### config.mk
export PLATFORM = sky130hd
export DESIGN_NAME = spo_second_pll_output_config
export DESIGN_NICKNAME = d
export VERILOG_FILES = /design/src/rtl/spo_pkg.sv /design/src/rtl/spo_second_pll_output_config.sv
export SDC_FILE = /design/constraint.sdc
export NUM_CORES = 1
export LEC_CHECK = 0
export BUFFER_PORTS_ARGS = -buffer_cell sky130_fd_sc_hd__buf_2
export CAP_MARGIN = 40
export CORE_MARGIN = 2
export CORE_UTILIZATION = 45
export CTS_CLUSTER_DIAMETER = 200
export DETAILED_ROUTE_END_ITERATION = 10
export PLACE_DENSITY = 0.69
export SLEW_MARGIN = 30
export SYNTH_ARGS = -nofsm -noshare
export SYNTH_HDL_FRONTEND = slang
export SYNTH_SLANG_ARGS = --single-unit
export TNS_END_PERCENT = 50
### constraint.sdc
create_clock -name clk -period 9.76 [get_ports clk]
set_clock_uncertainty 0.1 [all_clocks]
set_input_delay 1.464 -clock clk [delete_from_list [all_inputs] [get_ports clk]]
set_output_delay 1.464 -clock clk [all_outputs]
set_load 0.005 [all_outputs]
### src/rtl/spo_pkg.sv
// Purpose: Constants for the second PLL output configuration block
// Assumes: Byte-wide registers at their printed offsets, plain register port
// Notes:   Rule summary follows
// Contract
// - Down-spread codes 001..111 give 0.25..2.0 percent downward modulation.
// - Center-spread uses same codes as symmetric plus/minus modulation.
// - Spread code 000 turns modulation off in both modes.
// - Frequency select bit 0 picks parameter set a, 1 picks set b.
// - Bypass bit 1 bypasses and powers down the second PLL.
// - Fourth output from second divider on 0, fourth divider on 1.
// - Fifth output from divider two, four, five on 00, 01, 10.
// - State 00 tristates both outputs and powers down the PLL.
// - State 01 tristates both outputs, PLL keeps running.
// - State 10 drives both outputs low, PLL keeps running.
// - State 11 enables both outputs normally, PLL running.
// - Per-setting state select 0 applies the state0 definition.
// - Per-setting state select 1 applies the state1 definition.
// - Eight settings, active one chosen by three control pins.
// - Spread direction 0 is down-spread, 1 is center-spread.
package spo_pkg;
  localparam logic [7:0] SPO_OFS_SPREAD_HIGH = 8'h20;
  localparam logic [7:0] SPO_OFS_SPREAD_MID  = 8'h21;
  localparam logic [7:0] SPO_OFS_SPREAD_LOW  = 8'h22;
  localparam logic [7:0] SPO_OFS_FREQ_SEL    = 8'h23;
  localparam logic [7:0] SPO_OFS_MUX_STATE   = 8'h24;
  localparam logic [7:0] SPO_OFS_STATE_SEL   = 8'h25;
  localparam logic [7:0] SPO_OFS_DIRECTION   = 8'h26;

  localparam logic [7:0] SPO_RST_SPREAD_HIGH = 8'h00;
  localparam logic [7:0] SPO_RST_SPREAD_MID  = 8'h00;
  localparam logic [7:0] SPO_RST_SPREAD_LOW  = 8'h00;
  localparam logic [7:0] SPO_RST_FREQ_SEL    = 8'h00;
  localparam logic [7:0] SPO_RST_MUX_STATE   = 8'hed;
  localparam logic [7:0] SPO_RST_STATE_SEL   = 8'h02;
  localparam logic [7:0] SPO_RST_DIRECTION   = 8'h00;

  localparam int SPO_BIT_BYPASS    = 7;
  localparam int SPO_BIT_Y4_SRC    = 6;
  localparam int SPO_POS_Y5_SRC    = 4;
  localparam int SPO_POS_STATE1    = 2;
  localparam int SPO_POS_STATE0    = 0;
  localparam int SPO_BIT_DIRECTION = 7;

  localparam logic [1:0] SPO_ST_OFF_PD  = 2'h0;
  localparam logic [1:0] SPO_ST_HIZ     = 2'h1;
  localparam logic [1:0] SPO_ST_LOW     = 2'h2;
  localparam logic [1:0] SPO_ST_ENABLED = 2'h3;

  localparam logic [1:0] SPO_SRC_DIV2 = 2'h0;
  localparam logic [1:0] SPO_SRC_DIV4 = 2'h1;
  localparam logic [1:0] SPO_SRC_DIV5 = 2'h2;

  // Spread amount in hundredths of a percent
  localparam logic [7:0] SPO_AMT_025 = 8'h19;
  localparam logic [7:0] SPO_AMT_050 = 8'h32;
  localparam logic [7:0] SPO_AMT_075 = 8'h4b;
  localparam logic [7:0] SPO_AMT_100 = 8'h64;
  localparam logic [7:0] SPO_AMT_125 = 8'h7d;
  localparam logic [7:0] SPO_AMT_150 = 8'h96;
  localparam logic [7:0] SPO_AMT_200 = 8'hc8;
endpackage : spo_pkg

### src/rtl/spo_second_pll_output_config.sv
// Purpose: Register file and per-setting decode for the second PLL and outputs four/five
// Assumes: Settings pins are asynchronous; register port is on clk
// Notes:   All outputs registered; one cycle latency from register to output, five cycles from setting pin to output
`timescale 1ns/100ps
module spo_second_pll_output_config (
  // Clock and reset
  input  wire  logic       clk,
  input  wire  logic       rst,
  input  wire  logic       clk_en,
  // Register port
  input  wire  logic [7:0] reg_addr,
  input  wire  logic [7:0] reg_wdata,
  input  wire  logic       reg_wr,
  input  wire  logic       reg_rd,
  output logic       [7:0] reg_rdata,
  // Setting pins
  input  wire  logic       setting_pin_zero,
  input  wire  logic       setting_pin_one,
  input  wire  logic       setting_pin_two,
  // Second PLL control
  output logic       [2:0] active_setting,
  output logic             second_pll_freq_select,
  output logic             second_pll_param_set_b,
  output logic             second_pll_bypass_select,
  output logic             second_pll_power_down,
  output logic             spread_enable,
  output logic             second_pll_spread_direction,
  output logic       [7:0] spread_amount,
  // Output pair control
  output logic             fourth_output_source_select,
  output logic       [1:0] fifth_output_source_select,
  output logic       [1:0] output_pair_state,
  output logic             output_pair_oe_n,
  output logic             output_pair_force_low,
  output logic             output_pair_clock_enable
);
  import spo_pkg::*;

  typedef struct packed {
    logic [7:0] spread_high;
    logic [7:0] spread_mid;
    logic [7:0] spread_low;
    logic [7:0] freq_sel;
    logic [7:0] mux_state;
    logic [7:0] state_sel;
    logic [7:0] direction;
    logic [2:0] pin_s1;
    logic [2:0] pin_s2;
    logic [2:0] pin_s3;
    logic [2:0] setting;
    logic [7:0] rdata;
    logic [2:0] act;
    logic       fsel;
    logic       bypass;
    logic       pdn;
    logic       ssc_en;
    logic       ssc_dir;
    logic [7:0] ssc_amt;
    logic       y4_src;
    logic [1:0] y5_src;
    logic [1:0] pstate;
    logic       oe_n;
    logic       force_low;
    logic       clk_on;
  } spo_state_t;

  spo_state_t st;
  spo_state_t next_st;

  function automatic logic [7:0] spo_amount(input logic [2:0] code);
    case (code)
      3'h1:    spo_amount = SPO_AMT_025;
      3'h2:    spo_amount = SPO_AMT_050;
      3'h3:    spo_amount = SPO_AMT_075;
      3'h4:    spo_amount = SPO_AMT_100;
      3'h5:    spo_amount = SPO_AMT_125;
      3'h6:    spo_amount = SPO_AMT_150;
      3'h7:    spo_amount = SPO_AMT_200;
      default: spo_amount = 8'h00;
    endcase
  endfunction : spo_amount

  function automatic logic [7:0] spo_read(input logic [7:0] a, input spo_state_t s);
    case (a)
      SPO_OFS_SPREAD_HIGH: spo_read = s.spread_high;
      SPO_OFS_SPREAD_MID:  spo_read = s.spread_mid;
      SPO_OFS_SPREAD_LOW:  spo_read = s.spread_low;
      SPO_OFS_FREQ_SEL:    spo_read = s.freq_sel;
      SPO_OFS_MUX_STATE:   spo_read = s.mux_state;
      SPO_OFS_STATE_SEL:   spo_read = s.state_sel;
      SPO_OFS_DIRECTION:   spo_read = s.direction;
      default:             spo_read = 8'h00;
    endcase
  endfunction : spo_read

  logic [23:0] spread_all;
  logic [2:0]  cur_code;
  logic [1:0]  cur_state;
  logic [2:0]  code_shift;
  logic        fsel_pick;
  logic [1:0]  state0_def;
  logic [1:0]  state1_def;

  always_comb begin
    next_st = st;
    spread_all = {st.spread_high, st.spread_mid, st.spread_low};
    // Register writes
    if (reg_wr) begin
      case (reg_addr)
        SPO_OFS_SPREAD_HIGH: next_st.spread_high = reg_wdata;
        SPO_OFS_SPREAD_MID:  next_st.spread_mid  = reg_wdata;
        SPO_OFS_SPREAD_LOW:  next_st.spread_low  = reg_wdata;
        SPO_OFS_FREQ_SEL:    next_st.freq_sel    = reg_wdata;
        SPO_OFS_MUX_STATE:   next_st.mux_state   = reg_wdata;
        SPO_OFS_STATE_SEL:   next_st.state_sel   = reg_wdata;
        SPO_OFS_DIRECTION:   next_st.direction   = reg_wdata;
        default: begin
        end
      endcase
    end
    next_st.rdata = reg_rd ? spo_read(reg_addr, st) : 8'h00;
    // Pin synchroniser, accept change once stages two and three agree
    next_st.pin_s1 = {setting_pin_two, setting_pin_one, setting_pin_zero};
    next_st.pin_s2 = st.pin_s1;
    next_st.pin_s3 = st.pin_s2;
    if (st.pin_s2 == st.pin_s3) begin
      next_st.setting = st.pin_s3;
    end
    // Per-setting field selection
    code_shift = st.setting;
    cur_code = spread_all[3*code_shift +: 3];
    cur_state = st.state_sel[st.setting] ?
                st.mux_state[SPO_POS_STATE1 +: 2] :
                st.mux_state[SPO_POS_STATE0 +: 2];
    next_st.act     = st.setting;
    next_st.fsel    = st.freq_sel[st.setting];
    next_st.bypass  = st.mux_state[SPO_BIT_BYPASS];
    next_st.ssc_dir = st.direction[SPO_BIT_DIRECTION];
    next_st.ssc_en  = (cur_code != 3'h0);
    next_st.ssc_amt = spo_amount(cur_code);
    next_st.y4_src  = st.mux_state[SPO_BIT_Y4_SRC];
    next_st.y5_src  = st.mux_state[SPO_POS_Y5_SRC +: 2];
    next_st.pstate  = cur_state;
    // Power down by bypass or state 00
    next_st.pdn = st.mux_state[SPO_BIT_BYPASS] || (cur_state == SPO_ST_OFF_PD);
    case (cur_state)
      SPO_ST_OFF_PD: begin
        next_st.oe_n = 1'b1;
        next_st.force_low = 1'b0;
        next_st.clk_on = 1'b0;
      end
      SPO_ST_HIZ: begin
        next_st.oe_n = 1'b1;
        next_st.force_low = 1'b0;
        next_st.clk_on = 1'b0;
      end
      SPO_ST_LOW: begin
        next_st.oe_n = 1'b0;
        next_st.force_low = 1'b1;
        next_st.clk_on = 1'b0;
      end
      default: begin
        next_st.oe_n = 1'b0;
        next_st.force_low = 1'b0;
        next_st.clk_on = 1'b1;
      end
    endcase
  end

  always_ff @(posedge clk or posedge rst) begin
    if (rst) begin
      st <= '0;
      st.spread_high <= SPO_RST_SPREAD_HIGH;
      st.spread_mid  <= SPO_RST_SPREAD_MID;
      st.spread_low  <= SPO_RST_SPREAD_LOW;
      st.freq_sel    <= SPO_RST_FREQ_SEL;
      st.mux_state   <= SPO_RST_MUX_STATE;
      st.state_sel   <= SPO_RST_STATE_SEL;
      st.direction   <= SPO_RST_DIRECTION;
      st.bypass      <= 1'b1;
      st.pdn         <= 1'b1;
      st.oe_n        <= 1'b1;
      st.pstate      <= SPO_ST_HIZ;
      st.y4_src      <= 1'b1;
      st.y5_src      <= SPO_SRC_DIV5;
    end else if (clk_en) begin
      st <= next_st;
    end
  end

  assign reg_rdata                   = st.rdata;
  assign active_setting              = st.act;
  assign second_pll_freq_select      = st.fsel;
  assign second_pll_param_set_b      = st.fsel;
  assign second_pll_bypass_select    = st.bypass;
  assign second_pll_power_down       = st.pdn;
  assign spread_enable               = st.ssc_en;
  assign second_pll_spread_direction = st.ssc_dir;
  assign spread_amount               = st.ssc_amt;
  assign fourth_output_source_select = st.y4_src;
  assign fifth_output_source_select  = st.y5_src;
  assign output_pair_state           = st.pstate;
  assign output_pair_oe_n            = st.oe_n;
  assign output_pair_force_low       = st.force_low;
  assign output_pair_clock_enable    = st.clk_on;

  // Assertion helpers
  assign fsel_pick  = st.freq_sel[st.setting];
  assign state0_def = st.mux_state[SPO_POS_STATE0 +: 2];
  assign state1_def = st.mux_state[SPO_POS_STATE1 +: 2];

  property p_spread_off;
    @(posedge clk) disable iff (rst)
      (clk_en && spread_all[3*code_shift +: 3] == 3'h0) |=> (!spread_enable && spread_amount == 8'h00);
  endproperty
  a_spread_off: assert property (p_spread_off) else $error("spread not off for code 000");

  property p_amount;
    @(posedge clk) disable iff (rst)
      (clk_en && spread_all[3*code_shift +: 3] == 3'h7) |=> (spread_amount == 8'hc8);
  endproperty
  a_amount: assert property (p_amount) else $error("code 111 not 2.0 percent");

  property p_center_amt;
    @(posedge clk) disable iff (rst)
      (clk_en && st.direction[SPO_BIT_DIRECTION] && spread_all[3*code_shift +: 3] == 3'h1)
      |=> (second_pll_spread_direction && spread_amount == 8'h19);
  endproperty
  a_center_amt: assert property (p_center_amt) else $error("center 001 wrong");

  property p_bypass_pd;
    @(posedge clk) disable iff (rst)
      (clk_en && st.mux_state[SPO_BIT_BYPASS]) |=> second_pll_power_down;
  endproperty
  a_bypass_pd: assert property (p_bypass_pd) else $error("bypass without power down");

  property p_state_pd;
    @(posedge clk) disable iff (rst)
      (output_pair_state == 2'h0) |-> (second_pll_power_down && output_pair_oe_n);
  endproperty
  a_state_pd: assert property (p_state_pd) else $error("state 00 not off");

  property p_state_hiz;
    @(posedge clk) disable iff (rst)
      (output_pair_state == 2'h1) |-> (output_pair_oe_n && !output_pair_clock_enable);
  endproperty
  a_state_hiz: assert property (p_state_hiz) else $error("state 01 not tristate");

  property p_state_low;
    @(posedge clk) disable iff (rst)
      (output_pair_state == 2'h2) |-> (!output_pair_oe_n && output_pair_force_low);
  endproperty
  a_state_low: assert property (p_state_low) else $error("state 10 not low");

  property p_state_on;
    @(posedge clk) disable iff (rst)
      (output_pair_state == 2'h3) |-> (!output_pair_oe_n && output_pair_clock_enable
                                       && !output_pair_force_low);
  endproperty
  a_state_on: assert property (p_state_on) else $error("state 11 not enabled");

  property p_pin_settle;
    @(posedge clk) disable iff (rst)
      (clk_en [*4]) ##1 (clk_en && $stable(st.pin_s1) && $stable(st.pin_s2))
      |=> (st.setting == st.pin_s3);
  endproperty
  a_pin_settle: assert property (p_pin_settle) else $error("setting did not follow pins");

  property p_fsel;
    @(posedge clk) disable iff (rst)
      clk_en |=> (second_pll_freq_select == $past(fsel_pick));
  endproperty
  a_fsel: assert property (p_fsel) else $error("frequency select mismatch");

  property p_freeze;
    @(posedge clk) disable iff (rst)
      !clk_en |=> $stable(st);
  endproperty
  a_freeze: assert property (p_freeze) else $error("state moved while clock enable low");

  property p_y4_div4;
    @(posedge clk) disable iff (rst)
      (clk_en && st.mux_state[SPO_BIT_Y4_SRC]) |=> fourth_output_source_select;
  endproperty
  a_y4_div4: assert property (p_y4_div4) else $error("fourth source not divider four");

  property p_y4_div2;
    @(posedge clk) disable iff (rst)
      (clk_en && !st.mux_state[SPO_BIT_Y4_SRC]) |=> !fourth_output_source_select;
  endproperty
  a_y4_div2: assert property (p_y4_div2) else $error("fourth source not divider two");

  property p_y5_div2;
    @(posedge clk) disable iff (rst)
      (clk_en && st.mux_state[SPO_POS_Y5_SRC +: 2] == SPO_SRC_DIV2)
      |=> (fifth_output_source_select == SPO_SRC_DIV2);
  endproperty
  a_y5_div2: assert property (p_y5_div2) else $error("fifth source not divider two");

  property p_y5_div4;
    @(posedge clk) disable iff (rst)
      (clk_en && st.mux_state[SPO_POS_Y5_SRC +: 2] == SPO_SRC_DIV4)
      |=> (fifth_output_source_select == SPO_SRC_DIV4);
  endproperty
  a_y5_div4: assert property (p_y5_div4) else $error("fifth source not divider four");

  property p_y5_div5;
    @(posedge clk) disable iff (rst)
      (clk_en && st.mux_state[SPO_POS_Y5_SRC +: 2] == SPO_SRC_DIV5)
      |=> (fifth_output_source_select == SPO_SRC_DIV5);
  endproperty
  a_y5_div5: assert property (p_y5_div5) else $error("fifth source not divider five");

  property p_state0_pick;
    @(posedge clk) disable iff (rst)
      (clk_en && !st.state_sel[st.setting]) |=> (output_pair_state == $past(state0_def));
  endproperty
  a_state0_pick: assert property (p_state0_pick) else $error("state0 not applied");

  property p_state1_pick;
    @(posedge clk) disable iff (rst)
      (clk_en && st.state_sel[st.setting]) |=> (output_pair_state == $past(state1_def));
  endproperty
  a_state1_pick: assert property (p_state1_pick) else $error("state1 not applied");

  property p_down;
    @(posedge clk) disable iff (rst)
      (clk_en && !st.direction[SPO_BIT_DIRECTION]) |=> !second_pll_spread_direction;
  endproperty
  a_down: assert property (p_down) else $error("down-spread not selected");

  property p_amount_down;
    @(posedge clk) disable iff (rst)
      (clk_en && !st.direction[SPO_BIT_DIRECTION] && cur_code == 3'h1)
      |=> (!second_pll_spread_direction && spread_amount == SPO_AMT_025);
  endproperty
  a_amount_down: assert property (p_amount_down) else $error("down 001 wrong");

  property p_setting;
    @(posedge clk) disable iff (rst)
      clk_en |=> (active_setting == $past(st.setting));
  endproperty
  a_setting: assert property (p_setting) else $error("active setting mismatch");

  property p_spread_on;
    @(posedge clk) disable iff (rst)
      (clk_en && cur_code != 3'h0) |=> spread_enable;
  endproperty
  a_spread_on: assert property (p_spread_on) else $error("spread not on for nonzero code");

  property p_power_on;
    @(posedge clk) disable iff (rst)
      (clk_en && !st.mux_state[SPO_BIT_BYPASS] && cur_state != SPO_ST_OFF_PD)
      |=> !second_pll_power_down;
  endproperty
  a_power_on: assert property (p_power_on) else $error("PLL powered down without cause");

  property p_bypass_sel;
    @(posedge clk) disable iff (rst)
      (clk_en && st.mux_state[SPO_BIT_BYPASS]) |=> second_pll_bypass_select;
  endproperty
  a_bypass_sel: assert property (p_bypass_sel) else $error("bypass select not set");
endmodule : spo_second_pll_output_config

-- After elaboration in Yosys (flattened, before gate mapping)
Index checks and enable logic that the tools add are counted.
Widths: inputs -> output; s select.
- bits in latches: 0
- output and inout bits: 33
- input bits: 24
- flip-flop bits (word level): 100
- ROM bits: 0
- word-level logic and storage cells: 66
- memory bits (writable): 0
- memories: 0
- $add $sub $neg: 0
- reductions and logical operators: 12
- magnitude comparators: 1
- div/mod/pow operators: 0
- shift-type cells: 1
- multipliers: 1
- bitwise gates (word level): 0
- multiplexer cells: 9
- equality and inequality tests: 17
- operators with widths (kind ; count):
    $pmux 8 s7 ; 2
    $eq 8x6->1 const B ; 7
    $shiftx 24x6->3 ; 1
    $reduce_and 3->1 ; 7
    $eq 3x3->1 const B ; 4
    $mux 8 ; 1
    $bmux 1 s3 ; 2
    $eq 3x2->1 const B ; 2
    $pmux 3 s2 ; 1
    $mul 2x3->5 const A ; 1
    $lt 3x4->1 const B ; 1
    $eq 3x1->1 const B ; 1
    $eq 3x3->1 ; 1
    $reduce_bool 3->1 ; 1
    $eq 2x1->1 const B ; 1
    $eq 2x2->1 const B ; 1
    $logic_not 2->1 ; 1
    $mux 1 ; 2
    $mux 2 ; 1
    $reduce_and 2->1 ; 1
    $reduce_or 2->1 ; 1
    $logic_or 1x1->1 ; 1

-- Longest topological paths before layout
Gate-level depths: netlist (run 1).
- depth in word-level cells: 6
- mapped depth: 8
- gate-level depth less buffers: 7

-- Worst setup path after synthesis (run 1)
No wires, ideal clock.
- path kind: input port to flip-flop
- from: input port reg_addr[4]
- to: register st (netlist bit spread_all[0])
- stages: 5
- path slack: 6466 ps
- arrival: 3069 ps
- setup time: 125 ps
- buffers on the path: 2
- data required time: 9535 ps
- path through: or4b_1 > buf_4 > buf_6 > nor4_4 > mux2_2
- longest elaborated chain between the ends: 2
- RTL lines (what ; line ; source):
    start, declared ; spo_second_pll_output_config.sv:11 ; input wire logic [7:0] reg_addr,
    $eq 8x6->1 ; spo_second_pll_output_config.sv:109 ; case (reg_addr)
    $reduce_and 3->1 (no source line) ; - ;
    end signal, assigned ; spo_second_pll_output_config.sv:187 ; st <= next_st;
    end, declared ; spo_second_pll_output_config.sv:67 ; spo_state_t st;
No other way between the ends.
A chain may end at the register's enable or synchronous reset.

-- Worst setup path after layout (run 1)
- from: input port reg_addr[2]
- to: register st[49] (netlist bit)
Same word-level chain as after synthesis.

==> impl_metrics.ini, run 1 <==
[cts]
clock_root_buffer = sky130_fd_sc_hd__clkbuf_16
worst_case_clock_buffer_depth = 2
number_of_gates_given_a_new_drive_strength_after_cts = 0
tritoncts_clock_tree = done
cts.sink_count = 100
clk_pin_slew_worst_paths_ns = 0.06
cts_hold_buffers = 0
cts-buffers-inserted = 9
post-cts-setup-buffers = 0
latest_clock_arrival_within_the_worst_skew_pair_ns = 0.35
htree_levels = 3

[yosys]
synth.yosys.warnings = 0
synthDominantCellAreaShare_pct = 42.92
yosys.cell_types.count = 38
syn_inst = 391
netlist_top_cells_area = sky130_fd_sc_hd__dfrtp_1 43%, sky130_fd_sc_hd__mux2_2 18%, sky130_fd_sc_hd__dfstp_2 6.7%, sky130_fd_sc_hd__mux2i_1 6.3%, sky130_fd_sc_hd__mux4_2 4.4%
flops_latches_synth = 100
syn-cell-area_um2 = 5072
synth.yosys.seq_area_share_pct = 49.65
syn-num-nets = 419
syn_area_per_cell_um2 = 12.97
cell_type_with_the_highest_aggregate_area_in_the_netlist = sky130_fd_sc_hd__dfrtp_1

[die]
dieWidth_um = 110.2
core_area_um2 = 10940
floorplan.die_area_um2 = 12140
rows = 38
floorplan.die.height_um = 110.2
initial_utilization_pct = 46.38
pin_count = 57

[grt]
antenna_violations_before_repair = 0
grt_first_pass_wirelength_mm = 17.77
grt_overflow = 0
track_usage_pct = 19.95
grt_max_degree = 66
first_global_vias = 3298

[worst_setup_path]
critical_path_required_ns = 9.89
worstSetupEndpoint = st[49]
critPathLaunchType = primary input
critPathMaxStageDelay_ns = 0.68
startpoint = reg_addr[2]
timing.critical_path.to_type = register
reg2regPathDepth = 7
worstSetupPathType = in -> reg
startpoint_of_the_most_critical_register_to_register_path = code_shift[0]
crit_path_max_fanout = 31
rr_endpoint = spread_amount[5]
critical-path-slowest-cell = sky130_fd_sc_hd__nor4_4
worst-r2r-setup-slack_ns = 6.82
timing.critical_path.cells = buf_2, clkinv_1, nor4_4, mux2_2
worst-endpoint-arrival_ns = 3.59

[layout]
area_grow_syn2layout_pct = 10.36
design.final.nets = 445
total_area_of_multi_input_combinational_cells_um2 = 2221
final_cell_mix = 87 x sky130_fd_sc_hd__dfrtp_1, 81 x sky130_fd_sc_hd__mux2_2, 56 x sky130_fd_sc_hd__buf_2
antenna_cells_inserted = 0
total_of_fill_cells_in_the_finished_design = 969
mostFrequentLayoutCell = sky130_fd_sc_hd__dfrtp_1
regArea_um2 = 2519
final_layout_size_suffix_gt1_share_pct = 44.55

[sta]
setup_viol_count_final = 0
final_max_slew_viol_count = 0
final_period_minus_worst_setup_slack_ns = 3.460
timing.fmax_ghz = 0.2890
timing.slew.headroom_pct = 45.37
fin_hold_ws_ns = 0.4021
hold_violations = 0
timing.final.crit_share_pct = 35.46
fin_setup_tns_ns = 0
tightest_slew_ns = 0.8195
rsz0062_at_grt = no

[drt]
drtAntennaViolNets = 0
totalWireLength_mm = 11.03
first_pass_iteration_count_of_the_detailed_router = 4
wl_per_cell_um = 19.62
initialDrtViolationCount = 231
via_count = 3245
avgViaCountPerCell = 5.774
drc_errors = 0

[power_and_ir_drop]
max-vdd-ir-drop_uv = 84.00
total_power_w = 0.0009742
power_dens_cells_nw_per_um2 = 174.0
static-leakage-power_nw = 2.595

[placement]
numPortBuffers = 56
globalplace.congestion = 0.8630
hpwlAfterDp_mm = 7.615

[min_path]
worst_hold_path_type = reg -> reg
worstHoldStart = next_st[38]

[run_status]
run_status = finished, final reports clean

[job]
max_cap_viol_count = 0
cells in the mapped netlist:
master	count
sky130_fd_sc_hd__dfrtp_1	87
sky130_fd_sc_hd__mux2_2	81
sky130_fd_sc_hd__mux2i_1	32
sky130_fd_sc_hd__buf_4	25
sky130_fd_sc_hd__nor4_1	16
sky130_fd_sc_hd__clkbuf_1	15
sky130_fd_sc_hd__nor2_1	14
sky130_fd_sc_hd__dfstp_2	13
sky130_fd_sc_hd__inv_1	13
sky130_fd_sc_hd__mux4_2	10
sky130_fd_sc_hd__nand3b_1	10
sky130_fd_sc_hd__a21oi_1	9
sky130_fd_sc_hd__a211oi_1	8
sky130_fd_sc_hd__o21ai_0	8
sky130_fd_sc_hd__o22ai_1	8
sky130_fd_sc_hd__buf_2	5
sky130_fd_sc_hd__a31oi_1	4
sky130_fd_sc_hd__ha_1	4
sky130_fd_sc_hd__nor4_4	4
sky130_fd_sc_hd__xnor2_1	3
sky130_fd_sc_hd__nand2_1	2
sky130_fd_sc_hd__nand2b_1	2
sky130_fd_sc_hd__nand3_1	2
sky130_fd_sc_hd__nand4b_1	2
sky130_fd_sc_hd__and3_1	1
sky130_fd_sc_hd__buf_6	1
sky130_fd_sc_hd__clkinv_1	1
sky130_fd_sc_hd__mux2_1	1
sky130_fd_sc_hd__mux2i_2	1
sky130_fd_sc_hd__nand3_2	1
sky130_fd_sc_hd__nand4_1	1
sky130_fd_sc_hd__nor2_4	1
sky130_fd_sc_hd__nor3_1	1
sky130_fd_sc_hd__nor3b_1	1
sky130_fd_sc_hd__o32a_1	1
sky130_fd_sc_hd__or2_2	1
sky130_fd_sc_hd__or3b_2	1
sky130_fd_sc_hd__or4b_1	1
how the worst min path moves through the flow:
stage / end / cells after the start / slack [ns]
3_3_place_gp: next_st[38] / 1 / 0.39
6_report: next_st[38] / 1 / 0.40
2_1_floorplan: next_st[38] / 1 / 0.37
5_1_grt: next_st[38] / 1 / 0.42
4_1_cts: next_st[38] / 1 / 0.41
3_5_place_dp: next_st[38] / 1 / 0.39
power by group:
group          switching, W  internal (W)  total [W]
clock              0.000152      0.000199   0.000350
sequential        0.0000489      0.000447   0.000496
combinational     0.0000549     0.0000730   0.000128
cells by family after synthesis:
family,after synthesis,share of synthesized area [%]
multiplexers,125,29.23
XOR/XNOR,3,0.5181
AO/OA/AOI/OAI,38,4.539
flip-flops,100,49.65
buffers and inverters,60,6.561
AND/OR/NAND/NOR,61,8.510
adder cells (fa/ha/maj),4,0.9867
cell type report:
cell class | count | share of cell area [%]
tap | 140 | 3.129
clock buffer | 12 | 4.224
timing repair buffer | 61 | 6.102
multi-input combinational | 231 | 39.67
clock inverter | 4 | 0.8941
inverter | 14 | 0.9835
sequential | 100 | 44.99
routing by layer:
layer / vias up / routed length, µm / GRT usage [%]
met5: - / 0 / 0
met4: 0 / 310 / 11.16
met3: 22 / 686 / 4.879
met2: 105 / 5230 / 30.37
met1: 1651 / 4801 / 26.12
li1: 1467 / - / -
sequential cells by signal, indices dropped and copies added, names as in the netlist:
name and count:
next_st 11, spread_amount 8, spread_all 24, second_pll_spread_direction 1, output_pair_force_low 1, active_setting 3
output_pair_oe_n 1, second_pll_bypass_select 1, st 30, reg_rdata 8, code_shift 3, output_pair_clock_enable 1
fourth_output_source_select 1, second_pll_power_down 1, fifth_output_source_select 2, output_pair_state 2, spread_enable 1, second_pll_freq_select 1
worst max-delay path, delay by kind of cell:
kind,cells,cell delay (ns)
buffers and inverters,2,1.03
and+or+nand+nor,1,0.68
muxes,1,0.40
through the flow:
stage                     area (µm²)  setup WS (ns)  util (%)  std cells
after floorplan                 5072          5.599         -        391
after global placement          5265          5.935     48.15        543
after detailed placement        5276          5.954     48.25        544
after CTS                       5563          6.318     50.87        560
after global routing            5598          6.125     51.19        562
final                           5598          6.300     51.19        562
No activity file was read; power rests on OpenSTA's default activity.
==> run 2: changes to the inputs <==
--- a/config.mk
+++ b/config.mk
@@ -5,6 +5,7 @@
 export SDC_FILE = /design/constraint.sdc
 export NUM_CORES = 1
 export LEC_CHECK = 0
+export ABC_AREA = 1
 export BUFFER_PORTS_ARGS = -buffer_cell sky130_fd_sc_hd__buf_2
 export CAP_MARGIN = 40
 export CORE_MARGIN = 2
==> constraint.sdc (replaced) <==
create_clock -name clk -period 3.3 [get_ports clk]
set_clock_uncertainty 0.1 [all_clocks]
set_input_delay 0.495 -clock clk [delete_from_list [all_inputs] [get_ports clk]]
set_output_delay 0.495 -clock clk [all_outputs]
set_load 0.005 [all_outputs]
==> impl_metrics.ini, run 2 <==
[yosys]
synth-edff-count = 0
synth.yosys.seq_area_share_pct = 50.10
syn_area_per_cell_um2 = 7.867
syn_inst = 639
netlist_top_cells_area = sky130_fd_sc_hd__dfrtp_1 43%, sky130_fd_sc_hd__nand2_1 15%, sky130_fd_sc_hd__o21ai_0 9.2%, sky130_fd_sc_hd__dfstp_2 6.8%, sky130_fd_sc_hd__nand3_1 4.4%
yosys.cell_types.count = 27
dominant_cell_by_count_in_the_synthesized_netlist = sky130_fd_sc_hd__nand2_1
synthDominantCellAreaShare_pct = 43.31
syn-num-nets = 667
flops_latches_synth = 100
yosys-top-cells-count = 196 x sky130_fd_sc_hd__nand2_1, 92 x sky130_fd_sc_hd__o21ai_0, 87 x sky130_fd_sc_hd__dfrtp_1
synth-async-reset-ratio_pct = 100.0
syn-cell-area_um2 = 5027
synth_ff_type = sky130_fd_sc_hd__dfrtp_1
synth.yosys.warnings = 0
cell_type_with_the_highest_aggregate_area_in_the_netlist = sky130_fd_sc_hd__dfrtp_1

[worst_setup_path]
critical_path_buf_inv_count = 2
path_common_cell = sky130_fd_sc_hd__o21ai_0
worstSetupPathDepth = 8
reg2regPathDepth = 8
worst-endpoint-arrival_ns = 2.73
critPathMaxStageDelay_ns = 0.61
critPathLaunchType = register
startpoint = code_shift[0]
path_delay_family = compound AO/OA/AOI/OAI gates
worstSetupEndpoint = spread_amount[2]
timing.critical_path.to_type = register
critical-path-slowest-cell = sky130_fd_sc_hd__dfrtp_1
rr_endpoint = spread_amount[2]
crit_path_max_fanout = 14
startpoint_of_the_most_critical_register_to_register_path = code_shift[0]
critical_path_required_ns = 3.46
worst-r2r-setup-slack_ns = 0.73
worstSetupPathType = reg -> reg
timing.critical_path.cells = inv_1, o21ai_0, nand2_1, o21ai_0, inv_1, ha_1, nor3_1, o21ai_0

[cts]
cts_hold_buffers = 0
cts-buffers-inserted = 9
tritoncts_clock_tree = done
post-cts-setup-buffers = 0
clk_pin_slew_worst_paths_ns = 0.09
worst_case_clock_buffer_depth = 2
latest_clock_arrival_within_the_worst_skew_pair_ns = 0.38
number_of_gates_given_a_new_drive_strength_after_cts = 0
htree_levels = 3
cts.sink_count = 100
clock_root_buffer = sky130_fd_sc_hd__clkbuf_8

[drt]
drtAntennaViolNets = 0
initialDrtViolationCount = 385
wl_per_cell_um = 16.03
avgViaCountPerCell = 5.188
via_count = 4213
drc_errors = 0
totalWireLength_mm = 13.02
first_pass_iteration_count_of_the_detailed_router = 5

[layout]
total_of_fill_cells_in_the_finished_design = 1081
largest_register_ff_count = 30
finalNonFillerCells = 812
final_layout_size_suffix_gt1_share_pct = 16.82
mostFrequentLayoutCell = sky130_fd_sc_hd__nand2_1
final_cell_mix = 196 x sky130_fd_sc_hd__nand2_1, 92 x sky130_fd_sc_hd__o21ai_0, 87 x sky130_fd_sc_hd__dfrtp_1
design.final.nets = 695
antenna_cells_inserted = 0
area_grow_syn2layout_pct = 8.860
largest-register = st

[die]
floorplan.die.height_um = 109.7
dieWidth_um = 109.7
rows = 38
pin_count = 57
initial_utilization_pct = 46.17
core_area_um2 = 10890
floorplan.die_area_um2 = 12030

[grt]
grt_first_pass_wirelength_mm = 21.25
antenna_violations_before_repair = 0
grt_overflow = 0
track_usage_pct = 23.70
first_global_vias = 4005
grt_max_degree = 53

[sta]
final_max_slew_viol_count = 0
fin_setup_tns_ns = 0
timing.fmax_ghz = 0.3898
hold_violations = 0
tightest_slew_ns = 0.6155
timing.final.crit_share_pct = 77.73
rsz0062_at_grt = no
final_period_minus_worst_setup_slack_ns = 2.565
timing.slew.headroom_pct = 58.97
setup_viol_count_final = 0

[power_and_ir_drop]
power_dens_cells_nw_per_um2 = 578.5
static-leakage-power_nw = 2.668
max-vdd-ir-drop_uv = 305.2
total_power_w = 0.003166

[placement]
placed_cells = 796
numPortBuffers = 56
hpwlAfterDp_mm = 9.452
globalplace.congestion = 1.028

[job]
max_cap_viol_count = 0

[run_status]
run_status = finished, final reports clean

[min_path]
worst_hold_path_type = in -> async
-- run 2: cell count changes after synthesis, moves of 8 or more --
cell / change
sky130_fd_sc_hd__o21ai_0: +84
sky130_fd_sc_hd__o21ai_1: +12
sky130_fd_sc_hd__inv_1: +45
sky130_fd_sc_hd__nor4_1: -16
sky130_fd_sc_hd__mux2_2: -81
sky130_fd_sc_hd__mux2i_1: -32
sky130_fd_sc_hd__nand2_1: +194
sky130_fd_sc_hd__mux4_2: -10
sky130_fd_sc_hd__o21ai_2: +8
sky130_fd_sc_hd__nor2_1: +30
sky130_fd_sc_hd__nand3b_1: -10
sky130_fd_sc_hd__a211oi_1: -8
sky130_fd_sc_hd__nand3_1: +42
-- run 2: layer usage --
layer	global-route usage (%)	routed length (µm)	vias to the layer above	share of wire, %
li1	-	-	2082	-
met1	34.32	6354	1967	49
met2	34.96	5649	154	43
met3	6.283	878	10	6.7
met4	6.691	136	0	1.0
met5	0	0	-	0
-- run 2: how the worst min path moves through the flow --
| stage | startpoint | end | slack [ns] | depth (start not counted) |
|---|---|---|---|---|
| after floorplan | next_st[38] | next_st[38] | 0.34 | 2 |
| after global placement | next_st[38] | next_st[38] | 0.36 | 2 |
| after detailed placement | fourth_output_source_select | fourth_output_source_select | 0.36 | 2 |
| after CTS | rst | spread_amount[3] | 0.1 | 2 |
| after global routing | rst | spread_amount[3] | 0.12 | 2 |
| final | rst | spread_amount[3] | 0.08 | 2 |
-- run 2: final cells by class --
| class | instances | area, µm² | area share, % |
|---|---|---|---|
| Inverter | 60 | 227.7 | 4.161 |
| Tap cell | 140 | 175.2 | 3.201 |
| Timing Repair Buffer | 64 | 352.8 | 6.447 |
| Clock buffer | 13 | 158.9 | 2.904 |
| Clock inverter | 3 | 45.04 | 0.8230 |
| Multi-Input combinational cell | 432 | 1994 | 36.44 |
| Sequential cell | 100 | 2519 | 46.02 |
-- run 2: cells by family after synthesis --
logic type      count (synthesis)  synth area share (%)
simple gates                  299                 24.96
compound gates                129                 13.71
buf+inv                       107                 10.23
flops                         100                 50.10
fa+ha+maj                       4                0.9956
-- run 2: stage by stage --
| step | hold slack (ns) | cell area (µm²) | util, % | worst slack (ns) |
|---|---|---|---|---|
| after floorplan | 0.3422 | 5027 | - | 0.1077 |
| after global placement | 0.3553 | 5269 | 48.39 | 0.9386 |
| after detailed placement | 0.3583 | 5269 | 48.39 | 0.7665 |
| after CTS | 0.09760 | 5473 | 50.26 | 0.7532 |
| after global routing | 0.1241 | 5473 | 50.26 | 0.4104 |
| final | 0.08483 | 5473 | 50.26 | 0.7349 |
-- run 2: worst register-to-register path, delay by kind of cell (launching register included) --
kind                       cells  cell delay, ns
and+or+nand+nor                2            0.23
DFF                            1            0.61
adders and majority gates      1            0.26
buffers and inverters          2            0.45
AOI/OAI and AO/OA              3            0.80
-- run 2: power by group --
part | leakage [nW] | internal, W | switching [W] | total (W)
logic | 1.26 | 0.000315 | 0.000558 | 0.000873
registers | 1.31 | 0.00137 | 0.000116 | 0.00149
clock network | 0.0959 | 0.000393 | 0.000409 | 0.000802
